[config.mk]
export PLATFORM = sky130hd
export DESIGN_NAME = fsq_regs
export DESIGN_NICKNAME = d
export VERILOG_FILES = /design/src/inc/fsq_pkg.sv /design/src/fsq_regs.sv
export SDC_FILE = /design/constraint.sdc
export NUM_CORES = 1
export LEC_CHECK = 0
export BUFFER_PORTS_ARGS = -buffer_cell sky130_fd_sc_hd__buf_4
export CORE_ASPECT_RATIO = 0.7
export CORE_UTILIZATION = 35
export CTS_CLUSTER_SIZE = 28
export DETAILED_ROUTE_END_ITERATION = 7
export HOLD_SLACK_MARGIN = 0.12
export PLACE_DENSITY_LB_ADDON = 0.25
export SETUP_SLACK_MARGIN = 0.4
export SYNTH_ARGS = -nofsm -noshare
export SYNTH_HDL_FRONTEND = slang
export SYNTH_SLANG_ARGS = --single-unit
[constraint.sdc]
create_clock -name aclk -period 3.34 [get_ports aclk]
set_clock_uncertainty 0.1 [all_clocks]
set_input_delay 0.668 -clock aclk [delete_from_list [all_inputs] [get_ports aclk]]
set_output_delay 0.668 -clock aclk [all_outputs]
set_load 0.005 [all_outputs]
[src/inc/fsq_pkg.sv]
// Constants, field layout and the output carrier of the frame sequencer register bank.
// Assumes a 32-bit AXI4-Lite master and a frame start pulse from the sequencer core.
// Behaviour
// - Stats window bit selects configured-window subsampling
// - Three-bit probe select drives monitor pins
// - Line extension field lengthens rolling readout lines
// - Readout start delay applies only when enabled
// - Dual and triple slope only in global
// - Period meaning bit: reset length or frame length
// - Period field global only, timebase units
// - Dark row count 1 to 255, never zero
// - First row blank bit blanks first line
// - Filler row count used in rolling only
// - Timebase divider global only, clock units
// - Main exposure: lines rolling, timebase units global
// - Knee exposures global only, timebase units
// - Gain delay bit postpones gain one frame when sync bit 4 is set
// - Sync bit 0 holds line extension updates
// - Sync bit 1 holds dark row updates
// - Sync bit 2 holds filler row updates
// - Sync bit 3 holds exposure updates
// - Sync bit 4 holds gain updates
// - Main control bit 1 selects rolling shutter
// - Main control bit 6 enables readout delay
package fsq_pkg;
  // Register indices; byte address is four times the index
  localparam logic [5:0] IDX_MAIN = 6'h00;
  localparam logic [5:0] IDX_LINE = 6'h01;
  localparam logic [5:0] IDX_SLOPE = 6'h02;
  localparam logic [5:0] IDX_WIN = 6'h03;
  localparam logic [5:0] IDX_UNUSED = 6'h04;
  localparam logic [5:0] IDX_DARK = 6'h05;
  localparam logic [5:0] IDX_FILLER = 6'h06;
  localparam logic [5:0] IDX_TB = 6'h07;
  localparam logic [5:0] IDX_PERIOD = 6'h08;
  localparam logic [5:0] IDX_EXP = 6'h09;
  localparam logic [5:0] IDX_KNEE2 = 6'h0a;
  localparam logic [5:0] IDX_KNEE3 = 6'h0b;
  localparam logic [5:0] IDX_AGAIN = 6'h0c;
  localparam logic [5:0] IDX_DGAIN = 6'h0d;
  localparam logic [5:0] IDX_SYNC = 6'h0e;
  localparam logic [5:0] IDX_STATUS = 6'h0f;
  // Values after reset
  localparam logic [15:0] RST_MAIN = 16'h0000;
  localparam logic [15:0] RST_LINE = 16'h0000;
  localparam logic [15:0] RST_SLOPE = 16'h0004;
  localparam logic [15:0] RST_WIN = 16'h0001;
  localparam logic [15:0] RST_DARK = 16'h0102;
  localparam logic [15:0] RST_FILLER = 16'h0000;
  localparam logic [15:0] RST_TB = 16'h0001;
  localparam logic [15:0] RST_PERIOD = 16'h0000;
  localparam logic [15:0] RST_EXP = 16'h0000;
  localparam logic [15:0] RST_KNEE = 16'h0000;
  localparam logic [15:0] RST_AGAIN = 16'h01e2;
  localparam logic [15:0] RST_DGAIN = 16'h0080;
  localparam logic [15:0] RST_SYNC = 16'h033f;
  // Implemented bits; reserved bits read zero
  localparam logic [15:0] MSK_MAIN = 16'h3ff3;
  localparam logic [15:0] MSK_SLOPE = 16'h0007;
  localparam logic [15:0] MSK_WIN = 16'h00ff;
  localparam logic [15:0] MSK_DARK = 16'h01ff;
  localparam logic [15:0] MSK_FILLER = 16'h0fff;
  localparam logic [15:0] MSK_FULL = 16'hffff;
  localparam logic [15:0] MSK_AGAIN = 16'h21e3;
  localparam logic [15:0] MSK_DGAIN = 16'h0fff;
  localparam logic [15:0] MSK_SYNC = 16'h073f;
  // Field positions
  localparam int B_ROLLING = 1;
  localparam int B_DLY_EN = 6;
  localparam int B_STATS_WIN = 10;
  localparam int B_PROBE_LO = 11;
  localparam int B_DUAL = 0;
  localparam int B_TRIPLE = 1;
  localparam int B_PERIOD_SEL = 2;
  localparam int B_BLANK = 8;
  localparam int B_GAIN_DLY = 13;
  localparam int S_LINE = 0;
  localparam int S_DARK = 1;
  localparam int S_FILLER = 2;
  localparam int S_EXP = 3;
  localparam int S_GAIN = 4;
  localparam logic [7:0] DARK_MIN = 8'h01;
  // AXI responses
  localparam logic [1:0] RESP_OKAY = 2'h0;
  localparam logic [1:0] RESP_SLVERR = 2'h2;

  // Active configuration seen by the sequencer core
  typedef struct packed {
    logic rolling_mode;
    logic stats_window_only;
    logic [2:0] probe_select;
    logic [7:0] rolling_line_extension;
    logic [7:0] readout_start_delay;
    logic dual_slope;
    logic triple_slope;
    logic period_meaning_select;
    logic [15:0] frame_or_reset_period;
    logic [15:0] timebase_divider;
    logic [7:0] dark_row_count;
    logic first_row_blank;
    logic [11:0] filler_row_count;
    logic [15:0] main_exposure_time;
    logic [15:0] second_knee_exposure;
    logic [15:0] third_knee_exposure;
    logic [15:0] analog_gain;
    logic [11:0] digital_gain;
    logic [7:0] window_select;
  } fsq_cfg_s;
endpackage

[src/fsq_regs.sv]
// Frame sequencer configuration bank: AXI4-Lite slave, shadow and active copies.
// Assumes frame_start is a one-cycle pulse in the aclk domain from the sequencer core.
//
// Implementation choice: the AXI4-Lite interface to the registers.
module fsq_regs #(
  parameter int ADDR_W = 8 // Byte address width
) (
  input wire logic aclk,
  input wire logic aresetn,
  input wire logic frame_start,
  input wire logic [ADDR_W-1:0] awaddr,
  input wire logic awvalid,
  output logic awready,
  input wire logic [31:0] wdata,
  input wire logic [3:0] wstrb,
  input wire logic wvalid,
  output logic wready,
  output logic [1:0] bresp,
  output logic bvalid,
  input wire logic bready,
  input wire logic [ADDR_W-1:0] araddr,
  input wire logic arvalid,
  output logic arready,
  output logic [31:0] rdata,
  output logic [1:0] rresp,
  output logic rvalid,
  input wire logic rready,
  output fsq_pkg::fsq_cfg_s cfg
);

  // Software copies of each register
  logic [15:0] main_q;
  logic [15:0] line_q;
  logic [15:0] slope_q;
  logic [15:0] win_q;
  logic [15:0] dark_q;
  logic [15:0] filler_q;
  logic [15:0] tb_q;
  logic [15:0] period_q;
  logic [15:0] exp_q;
  logic [15:0] knee2_q;
  logic [15:0] knee3_q;
  logic [15:0] again_q;
  logic [15:0] dgain_q;
  logic [15:0] sync_q;
  // Active copies of frame-synchronised fields
  logic [7:0] act_line_q;
  logic [8:0] act_dark_q;
  logic [11:0] act_filler_q;
  logic [15:0] act_exp_q;
  logic [15:0] act_knee2_q;
  logic [15:0] act_knee3_q;
  logic [15:0] stage_again_q; // Gain waiting one frame
  logic [11:0] stage_dgain_q;
  logic [15:0] act_again_q;
  logic [11:0] act_dgain_q;
  logic [4:0] pend_q; // Shadow written, not yet active
  logic [4:0] pend_set;
  logic [4:0] pend_clr;
  // Bus side state
  logic aw_hold_q;
  logic w_hold_q;
  logic [5:0] aw_idx_q;
  logic [15:0] wdata_q;
  logic [1:0] wstrb_q;
  logic awready_q;
  logic wready_q;
  logic bvalid_q;
  logic [1:0] bresp_q;
  logic arready_q;
  logic rvalid_q;
  logic [31:0] rdata_q;
  logic [1:0] rresp_q;
  fsq_pkg::fsq_cfg_s cfg_q;
  logic do_write;
  logic [15:0] rd_word;
  logic rd_ok;
  logic wr_ok;
  logic [5:0] ar_idx;

  // Byte-lane merge of a write into a register copy
  function automatic logic [15:0] merge(input logic [15:0] old, input logic [15:0] nw,
                                        input logic [1:0] strb, input logic [15:0] msk);
    logic [15:0] r;
    r = old;
    if (strb[0]) begin
      r[7:0] = nw[7:0];
    end
    if (strb[1]) begin
      r[15:8] = nw[15:8];
    end
    return r & msk;
  endfunction

  assign ar_idx = araddr[7:2];
  // Write fires once both address and data are held and no response waits
  assign do_write = aw_hold_q & w_hold_q & ~bvalid_q;

  // Writable index check; the unused word accepts and discards data
  always_comb begin
    wr_ok = (aw_idx_q <= fsq_pkg::IDX_SYNC);
  end

  // Write address capture
  always_ff @(posedge aclk) begin
    if (!aresetn) begin
      aw_hold_q <= 1'b0;
      aw_idx_q <= 6'h00;
      awready_q <= 1'b1;
    end else if (awvalid && awready_q) begin
      aw_hold_q <= 1'b1;
      aw_idx_q <= awaddr[7:2];
      awready_q <= 1'b0;
    end else if (do_write) begin
      aw_hold_q <= 1'b0;
      awready_q <= 1'b1;
    end
  end

  // Write data capture; only the low 16 bits are stored
  always_ff @(posedge aclk) begin
    if (!aresetn) begin
      w_hold_q <= 1'b0;
      wdata_q <= 16'h0000;
      wstrb_q <= 2'h0;
      wready_q <= 1'b1;
    end else if (wvalid && wready_q) begin
      w_hold_q <= 1'b1;
      wdata_q <= wdata[15:0];
      wstrb_q <= wstrb[1:0];
      wready_q <= 1'b0;
    end else if (do_write) begin
      w_hold_q <= 1'b0;
      wready_q <= 1'b1;
    end
  end

  // Write response
  always_ff @(posedge aclk) begin
    if (!aresetn) begin
      bvalid_q <= 1'b0;
      bresp_q <= fsq_pkg::RESP_OKAY;
    end else if (do_write) begin
      bvalid_q <= 1'b1;
      bresp_q <= wr_ok ? fsq_pkg::RESP_OKAY : fsq_pkg::RESP_SLVERR;
    end else if (bvalid_q && bready) begin
      bvalid_q <= 1'b0;
    end
  end

  // Register file writes into the software copies
  always_ff @(posedge aclk) begin
    if (!aresetn) begin
      main_q <= fsq_pkg::RST_MAIN;
      line_q <= fsq_pkg::RST_LINE;
      slope_q <= fsq_pkg::RST_SLOPE;
      win_q <= fsq_pkg::RST_WIN;
      dark_q <= fsq_pkg::RST_DARK;
      filler_q <= fsq_pkg::RST_FILLER;
      tb_q <= fsq_pkg::RST_TB;
      period_q <= fsq_pkg::RST_PERIOD;
      exp_q <= fsq_pkg::RST_EXP;
      knee2_q <= fsq_pkg::RST_KNEE;
      knee3_q <= fsq_pkg::RST_KNEE;
      again_q <= fsq_pkg::RST_AGAIN;
      dgain_q <= fsq_pkg::RST_DGAIN;
      sync_q <= fsq_pkg::RST_SYNC;
    end else if (do_write) begin
      if (aw_idx_q == fsq_pkg::IDX_MAIN) begin
        main_q <= merge(main_q, wdata_q, wstrb_q, fsq_pkg::MSK_MAIN);
      end else if (aw_idx_q == fsq_pkg::IDX_LINE) begin
        line_q <= merge(line_q, wdata_q, wstrb_q, fsq_pkg::MSK_FULL);
      end else if (aw_idx_q == fsq_pkg::IDX_SLOPE) begin
        slope_q <= merge(slope_q, wdata_q, wstrb_q, fsq_pkg::MSK_SLOPE);
      end else if (aw_idx_q == fsq_pkg::IDX_WIN) begin
        win_q <= merge(win_q, wdata_q, wstrb_q, fsq_pkg::MSK_WIN);
      end else if (aw_idx_q == fsq_pkg::IDX_DARK) begin
        dark_q <= merge(dark_q, wdata_q, wstrb_q, fsq_pkg::MSK_DARK);
      end else if (aw_idx_q == fsq_pkg::IDX_FILLER) begin
        filler_q <= merge(filler_q, wdata_q, wstrb_q, fsq_pkg::MSK_FILLER);
      end else if (aw_idx_q == fsq_pkg::IDX_TB) begin
        tb_q <= merge(tb_q, wdata_q, wstrb_q, fsq_pkg::MSK_FULL);
      end else if (aw_idx_q == fsq_pkg::IDX_PERIOD) begin
        period_q <= merge(period_q, wdata_q, wstrb_q, fsq_pkg::MSK_FULL);
      end else if (aw_idx_q == fsq_pkg::IDX_EXP) begin
        exp_q <= merge(exp_q, wdata_q, wstrb_q, fsq_pkg::MSK_FULL);
      end else if (aw_idx_q == fsq_pkg::IDX_KNEE2) begin
        knee2_q <= merge(knee2_q, wdata_q, wstrb_q, fsq_pkg::MSK_FULL);
      end else if (aw_idx_q == fsq_pkg::IDX_KNEE3) begin
        knee3_q <= merge(knee3_q, wdata_q, wstrb_q, fsq_pkg::MSK_FULL);
      end else if (aw_idx_q == fsq_pkg::IDX_AGAIN) begin
        again_q <= merge(again_q, wdata_q, wstrb_q, fsq_pkg::MSK_AGAIN);
      end else if (aw_idx_q == fsq_pkg::IDX_DGAIN) begin
        dgain_q <= merge(dgain_q, wdata_q, wstrb_q, fsq_pkg::MSK_DGAIN);
      end else if (aw_idx_q == fsq_pkg::IDX_SYNC) begin
        sync_q <= merge(sync_q, wdata_q, wstrb_q, fsq_pkg::MSK_SYNC);
      end
    end
  end

  // Pending flags: a synced write sets, a load clears, set wins
  always_comb begin
    pend_set = 5'h00;
    pend_clr = 5'h00;
    if (do_write) begin
      pend_set[fsq_pkg::S_LINE] = (aw_idx_q == fsq_pkg::IDX_LINE);
      pend_set[fsq_pkg::S_DARK] = (aw_idx_q == fsq_pkg::IDX_DARK);
      pend_set[fsq_pkg::S_FILLER] = (aw_idx_q == fsq_pkg::IDX_FILLER);
      pend_set[fsq_pkg::S_EXP] = (aw_idx_q >= fsq_pkg::IDX_EXP) &&
                                 (aw_idx_q <= fsq_pkg::IDX_KNEE3);
      pend_set[fsq_pkg::S_GAIN] = (aw_idx_q == fsq_pkg::IDX_AGAIN) ||
                                  (aw_idx_q == fsq_pkg::IDX_DGAIN);
    end
    pend_set = pend_set & sync_q[4:0];
    // Unsynced groups never wait for a frame start
    pend_clr = ~sync_q[4:0] | {5{frame_start}};
  end

  always_ff @(posedge aclk) begin
    if (!aresetn) begin
      pend_q <= 5'h00;
    end else begin
      pend_q <= pend_set | (pend_q & ~pend_clr);
    end
  end

  // Line extension: shadow to active at frame start or at once
  always_ff @(posedge aclk) begin
    if (!aresetn) begin
      act_line_q <= fsq_pkg::RST_LINE[7:0];
    end else if (!sync_q[fsq_pkg::S_LINE] || frame_start) begin
      act_line_q <= line_q[7:0];
    end
  end

  // Dark rows and first row blank
  always_ff @(posedge aclk) begin
    if (!aresetn) begin
      act_dark_q <= fsq_pkg::RST_DARK[8:0];
    end else if (!sync_q[fsq_pkg::S_DARK] || frame_start) begin
      act_dark_q <= dark_q[8:0];
    end
  end

  // Filler rows
  always_ff @(posedge aclk) begin
    if (!aresetn) begin
      act_filler_q <= fsq_pkg::RST_FILLER[11:0];
    end else if (!sync_q[fsq_pkg::S_FILLER] || frame_start) begin
      act_filler_q <= filler_q[11:0];
    end
  end

  // Exposure group: main and both knee times move together
  always_ff @(posedge aclk) begin
    if (!aresetn) begin
      act_exp_q <= fsq_pkg::RST_EXP;
      act_knee2_q <= fsq_pkg::RST_KNEE;
      act_knee3_q <= fsq_pkg::RST_KNEE;
    end else if (!sync_q[fsq_pkg::S_EXP] || frame_start) begin
      act_exp_q <= exp_q;
      act_knee2_q <= knee2_q;
      act_knee3_q <= knee3_q;
    end
  end

  // Gain group; the delay bit adds one frame stage to track exposure latency
  always_ff @(posedge aclk) begin
    if (!aresetn) begin
      stage_again_q <= fsq_pkg::RST_AGAIN;
      stage_dgain_q <= fsq_pkg::RST_DGAIN[11:0];
      act_again_q <= fsq_pkg::RST_AGAIN;
      act_dgain_q <= fsq_pkg::RST_DGAIN[11:0];
    end else if (!sync_q[fsq_pkg::S_GAIN]) begin
      stage_again_q <= again_q;
      stage_dgain_q <= dgain_q[11:0];
      act_again_q <= again_q;
      act_dgain_q <= dgain_q[11:0];
    end else if (frame_start) begin
      stage_again_q <= again_q;
      stage_dgain_q <= dgain_q[11:0];
      if (again_q[fsq_pkg::B_GAIN_DLY]) begin
        act_again_q <= stage_again_q;
        act_dgain_q <= stage_dgain_q;
      end else begin
        act_again_q <= again_q;
        act_dgain_q <= dgain_q[11:0];
      end
    end
  end

  // Active configuration, gated by shutter mode
  always_ff @(posedge aclk) begin
    if (!aresetn) begin
      cfg_q <= '0;
    end else begin
      cfg_q.rolling_mode <= main_q[fsq_pkg::B_ROLLING];
      cfg_q.stats_window_only <= main_q[fsq_pkg::B_STATS_WIN];
      cfg_q.probe_select <= main_q[fsq_pkg::B_PROBE_LO +: 3];
      // Line extension only lengthens rolling readout
      cfg_q.rolling_line_extension <= main_q[fsq_pkg::B_ROLLING] ? act_line_q : 8'h00;
      // Delay is zero unless its enable is set
      cfg_q.readout_start_delay <= main_q[fsq_pkg::B_DLY_EN] ? line_q[15:8] : 8'h00;
      cfg_q.dual_slope <= slope_q[fsq_pkg::B_DUAL] & ~main_q[fsq_pkg::B_ROLLING];
      cfg_q.triple_slope <= slope_q[fsq_pkg::B_TRIPLE] & ~main_q[fsq_pkg::B_ROLLING];
      cfg_q.period_meaning_select <= slope_q[fsq_pkg::B_PERIOD_SEL];
      // Period and timebase mean nothing in rolling mode
      cfg_q.frame_or_reset_period <= main_q[fsq_pkg::B_ROLLING] ? 16'h0000 : period_q;
      cfg_q.timebase_divider <= main_q[fsq_pkg::B_ROLLING] ? 16'h0000 : tb_q;
      // A zero count would stall the sequencer, so it is clamped
      cfg_q.dark_row_count <= (act_dark_q[7:0] == 8'h00) ?
                              fsq_pkg::DARK_MIN : act_dark_q[7:0];
      cfg_q.first_row_blank <= act_dark_q[fsq_pkg::B_BLANK];
      cfg_q.filler_row_count <= main_q[fsq_pkg::B_ROLLING] ? act_filler_q : 12'h000;
      // Unit is lines in rolling, timebase ticks in global
      cfg_q.main_exposure_time <= act_exp_q;
      cfg_q.second_knee_exposure <= main_q[fsq_pkg::B_ROLLING] ? 16'h0000 : act_knee2_q;
      cfg_q.third_knee_exposure <= main_q[fsq_pkg::B_ROLLING] ? 16'h0000 : act_knee3_q;
      cfg_q.analog_gain <= act_again_q;
      cfg_q.digital_gain <= act_dgain_q;
      cfg_q.window_select <= win_q[7:0];
    end
  end

  // Read mux; unmapped indices answer SLVERR with zero data
  always_comb begin
    rd_word = 16'h0000;
    rd_ok = 1'b1;
    if (ar_idx == fsq_pkg::IDX_MAIN) begin
      rd_word = main_q;
    end else if (ar_idx == fsq_pkg::IDX_LINE) begin
      rd_word = line_q;
    end else if (ar_idx == fsq_pkg::IDX_SLOPE) begin
      rd_word = slope_q;
    end else if (ar_idx == fsq_pkg::IDX_WIN) begin
      rd_word = win_q;
    end else if (ar_idx == fsq_pkg::IDX_UNUSED) begin
      rd_word = 16'h0000;
    end else if (ar_idx == fsq_pkg::IDX_DARK) begin
      rd_word = dark_q;
    end else if (ar_idx == fsq_pkg::IDX_FILLER) begin
      rd_word = filler_q;
    end else if (ar_idx == fsq_pkg::IDX_TB) begin
      rd_word = tb_q;
    end else if (ar_idx == fsq_pkg::IDX_PERIOD) begin
      rd_word = period_q;
    end else if (ar_idx == fsq_pkg::IDX_EXP) begin
      rd_word = exp_q;
    end else if (ar_idx == fsq_pkg::IDX_KNEE2) begin
      rd_word = knee2_q;
    end else if (ar_idx == fsq_pkg::IDX_KNEE3) begin
      rd_word = knee3_q;
    end else if (ar_idx == fsq_pkg::IDX_AGAIN) begin
      rd_word = again_q;
    end else if (ar_idx == fsq_pkg::IDX_DGAIN) begin
      rd_word = dgain_q;
    end else if (ar_idx == fsq_pkg::IDX_SYNC) begin
      rd_word = sync_q;
    end else if (ar_idx == fsq_pkg::IDX_STATUS) begin
      // Live state: active line extension and pending groups
      rd_word = {act_line_q, 3'h0, pend_q};
    end else begin
      rd_ok = 1'b0;
    end
  end

  // Read channel, one read at a time
  always_ff @(posedge aclk) begin
    if (!aresetn) begin
      arready_q <= 1'b1;
      rvalid_q <= 1'b0;
      rdata_q <= 32'h0000_0000;
      rresp_q <= fsq_pkg::RESP_OKAY;
    end else if (arvalid && arready_q) begin
      arready_q <= 1'b0;
      rvalid_q <= 1'b1;
      rdata_q <= {16'h0000, rd_word};
      rresp_q <= rd_ok ? fsq_pkg::RESP_OKAY : fsq_pkg::RESP_SLVERR;
    end else if (rvalid_q && rready) begin
      rvalid_q <= 1'b0;
      arready_q <= 1'b1;
    end
  end

  assign awready = awready_q;
  assign wready = wready_q;
  assign bvalid = bvalid_q;
  assign bresp = bresp_q;
  assign arready = arready_q;
  assign rvalid = rvalid_q;
  assign rdata = rdata_q;
  assign rresp = rresp_q;
  assign cfg = cfg_q;

endmodule // fsq_regs

==> flow_summary_export.csv <==
group,metric,value,unit
outcome,status,"complete, no violations",
clocking,postCtsSetupRepairBufs,0,
clocking,ctsLongestPathBuffers,3,
cells_and_area,area_growth,20.6,%
critical_path,cp.depth,6,
min_path,holdPathStages,3,
timing,setup_violations,0,
pwr,peakVddDrop,0.000304,V
yosys,synth_area_leaders,"dfxtp_1, nand2_1, mux2i_1",
yosys,ys_seq_elements,489,
critical_path,rr_endpoint,"dgain_q[3]",
critical_path,slowest_stage,"and3b_1",
clocking,clk_latency,570,ps
global_route,grt-ovfl-total,0,
routing,vias,15600,
yosys,ys.flop_type,"dfxtp_1",
floorplan,ios,262,
clocking,root_buffer,"clkbuf_16",
place,dp.final_hpwl,46800,um
critical_path,worstSetupPathType,"register to register",
clocking,cts_resized,0,
critical_path,reg2reg_depth,6,
yosys,synth_cell_type_count,71,
yosys,yosys_warnings,0,
timing,fin_hold_ws,235,ps
critical_path,timing.rr.start,"bvalid",
floorplan,num_rows,70,
yosys,syn_area_per_cell,8.90,um^2
floorplan,start_util,35.4,%
yosys,async_reset_ff_share,0,%
pwr,sequentialPowerShare,49.0,%
critical_path,cp_max_fo,23,
min_path,hold_start,"wstrb[1]",
critical_path,critical_path.cell_chain,"and3b_1 > nand4_1 > buf_4 > nor2_1 > nand2_1 > a21oi_1",
pwr,p_sw,2.86,mW
clocking,path_clk_slew,60,ps
routing,ant_nets,0,
cells_and_area,largest_reg_flops,152,
pwr,p_comb_share,4.8,%
place,place.port_buffers,212,
floorplan,coreArea,52200,um^2
critical_path,slowest_delay,480,ps
clocking,cts_buffers,49,
yosys,ys_seq_area_share,53.0,%
critical_path,critPathCaptureType,"register",
routing,dr.first_iter.drc_count,1518,
critical_path,path_delay_family,"simple AND/OR/NAND/NOR gates",
timing,hold_viol_final,0,
routing,avgRoutedWirePerCell,21.8,um
cells_and_area,fin_util,42.7,%
yosys,syn_inst,2077,
global_route,grt_start_max_net_pins,160,
timing,drv_slew,0,
min_path,holdCritPathClass,"input port to register",
global_route,grt_pass1_wl,95700,um
routing,wirelength,64400,um
yosys,synth.cell_area,18500,um^2
critical_path,worstPathRequired,3730,ps
min_path,min_to,"wstrb_q[1]",
yosys,yosysMostFrequentCell,"dfxtp_1",
cells_and_area,register_area,9790,um^2
clocking,clock-sinks,489,
pwr,pwr-share-clk,46.2,%
global_route,grt_pass1_vias,14900,
clocking,htree_levels,2,
cells_and_area,multi_input_area,7920,um^2
global_route,antenna_found_initial,4,
pwr,p_leak,9.10,nW
routing,drc_errors,0,
pwr,power.internal,9.40,mW
clocking,cts_hold_repair.buffers,0,
cells_and_area,finalNonFillerCells,2959,
cells_and_area,fill_cells,5141,
clocking,cts_tree,"yes",
cells_and_area,drive_above_1_share,16.7,%
timing,min_period_over_period,77.0,%
floorplan,die_y,194,um
timing,fmax,389,MHz
timing,relSlewSlack,17.4,%
timing,tns,0,ps
critical_path,cp_num_buf_inv,1,
routing,drt-pass1-iter-count,5,
floorplan,dieWidth,277,um
cells_and_area,nNetsFinal,2299,
pwr,power_density,550,nW/um^2
floorplan,dieArea,53700,um^2
yosys,synth_edf_count,0,
critical_path,critPathLaunchType,"register",
pwr,swShare,23.3,%
global_route,grt_usage,23.6,%
timing,worst_pin_slew,1240,ps
routing,viasPerCell,5.28,
critical_path,r2r_slack,770,ps
timing,layout_min_cycle_time,2570,ps
job,max_cap_viol_count,0,
place,finalWeightedCongestion,0.956,
yosys,synth_commonest_cells,"dfxtp_1, nand2_1, a21oi_1",
place,placed_cells,2872,
critical_path,critPathArrivalTime,2960,ps
yosys,synth.top_cell.area_share,53.0,%
yosys,synth_top_cell_by_area,"dfxtp_1",
timing,rsz0062_at_grt,"no",
## final cells by class
cell class / instances / share of cell area (%)
Tap cell: 684 / 3.84
Inverter: 13 / 0.253
Clock inverter: 21 / 1.13
Sequential cell: 489 / 43.9
Timing Repair Buffer: 265 / 9.04
Multi-Input combinational cell: 1421 / 35.5
Antenna cell: 1 / 0.0112
Clock buffer: 65 / 6.26
## cells in the final DEF (no fill, tap or decap), types with 8 or more instances in the layout
master,netlist,routed
conb_1,1,27
nor2b_1,14,13
o21ai_0,76,76
nor2_1,162,161
inv_1,12,12
a22oi_1,8,8
buf_4,30,263
clkbuf_16,0,49
a211oi_1,8,8
mux2i_1,122,122
clkinv_2,0,10
nor3_1,13,13
nand3_1,69,69
nand2b_1,17,17
dfxtp_1,489,489
a311oi_1,13,13
a21oi_1,188,188
clkbuf_8,0,11
o22ai_1,8,8
nand2_1,387,387
and2_1,129,129
and3_1,43,43
mux2_2,10,10
## metal layers
| metal | wire length (um) | track usage [%] |
|---|---|---|
| met1 | 31400 | 36.2 |
| met2 | 26200 | 33.6 |
| met3 | 5450 | 3.90 |
| met4 | 1380 | 6.23 |
| met5 | 0 | 0 |
## how the worst max path moves through the flow
stage                 endpoint      start
floorplan             rdata[3]  araddr[5]
global placement      rdata[3]  araddr[5]
detailed placement    rdata[3]  araddr[5]
CTS                   exp_q[0]     bvalid
global route        dgain_q[3]     bvalid
finish              dgain_q[3]     bvalid
## worst min-delay path, cell delays in order
cell     delay [ps]
buf_4           110
nand2_1          40
a21oi_1          50
## power by group through the flow
stage / clock (mW) / sequential, mW / combinational (mW)
final: 5.66 / 6.01 / 0.586
after global routing: 6.03 / 6.01 / 0.633
after CTS: 5.77 / 6.00 / 0.580
after detailed placement: 0 / 6.13 / 0.579
after global placement: 0 / 6.13 / 0.574
after floorplan: 0 / 6.05 / 0.398
## stage by stage
step	total power, mW	area [um^2]	worst slack [ps]
2_1_floorplan	6.44	18600	1020
5_1_grt	12.7	22300	470
3_5_place_dp	6.71	20600	554
6_report	12.3	22300	770
3_3_place_gp	6.71	20600	585
4_1_cts	12.4	22300	831
## cells by family (layout without fill, tap and decap cells)
| kind of cell | Yosys count | count (layout) | share of synthesized area (%) |
|---|---|---|---|
| compound gates | 382 | 382 | 12.4 |
| buf+inv | 193 | 364 | 4.73 |
| flops | 489 | 489 | 53.0 |
| mux | 138 | 138 | 7.95 |
| other cells | 1 | 28 | 0.0203 |
| simple gates | 874 | 874 | 22.0 |
No activity file was read; power rests on OpenSTA's default activity.
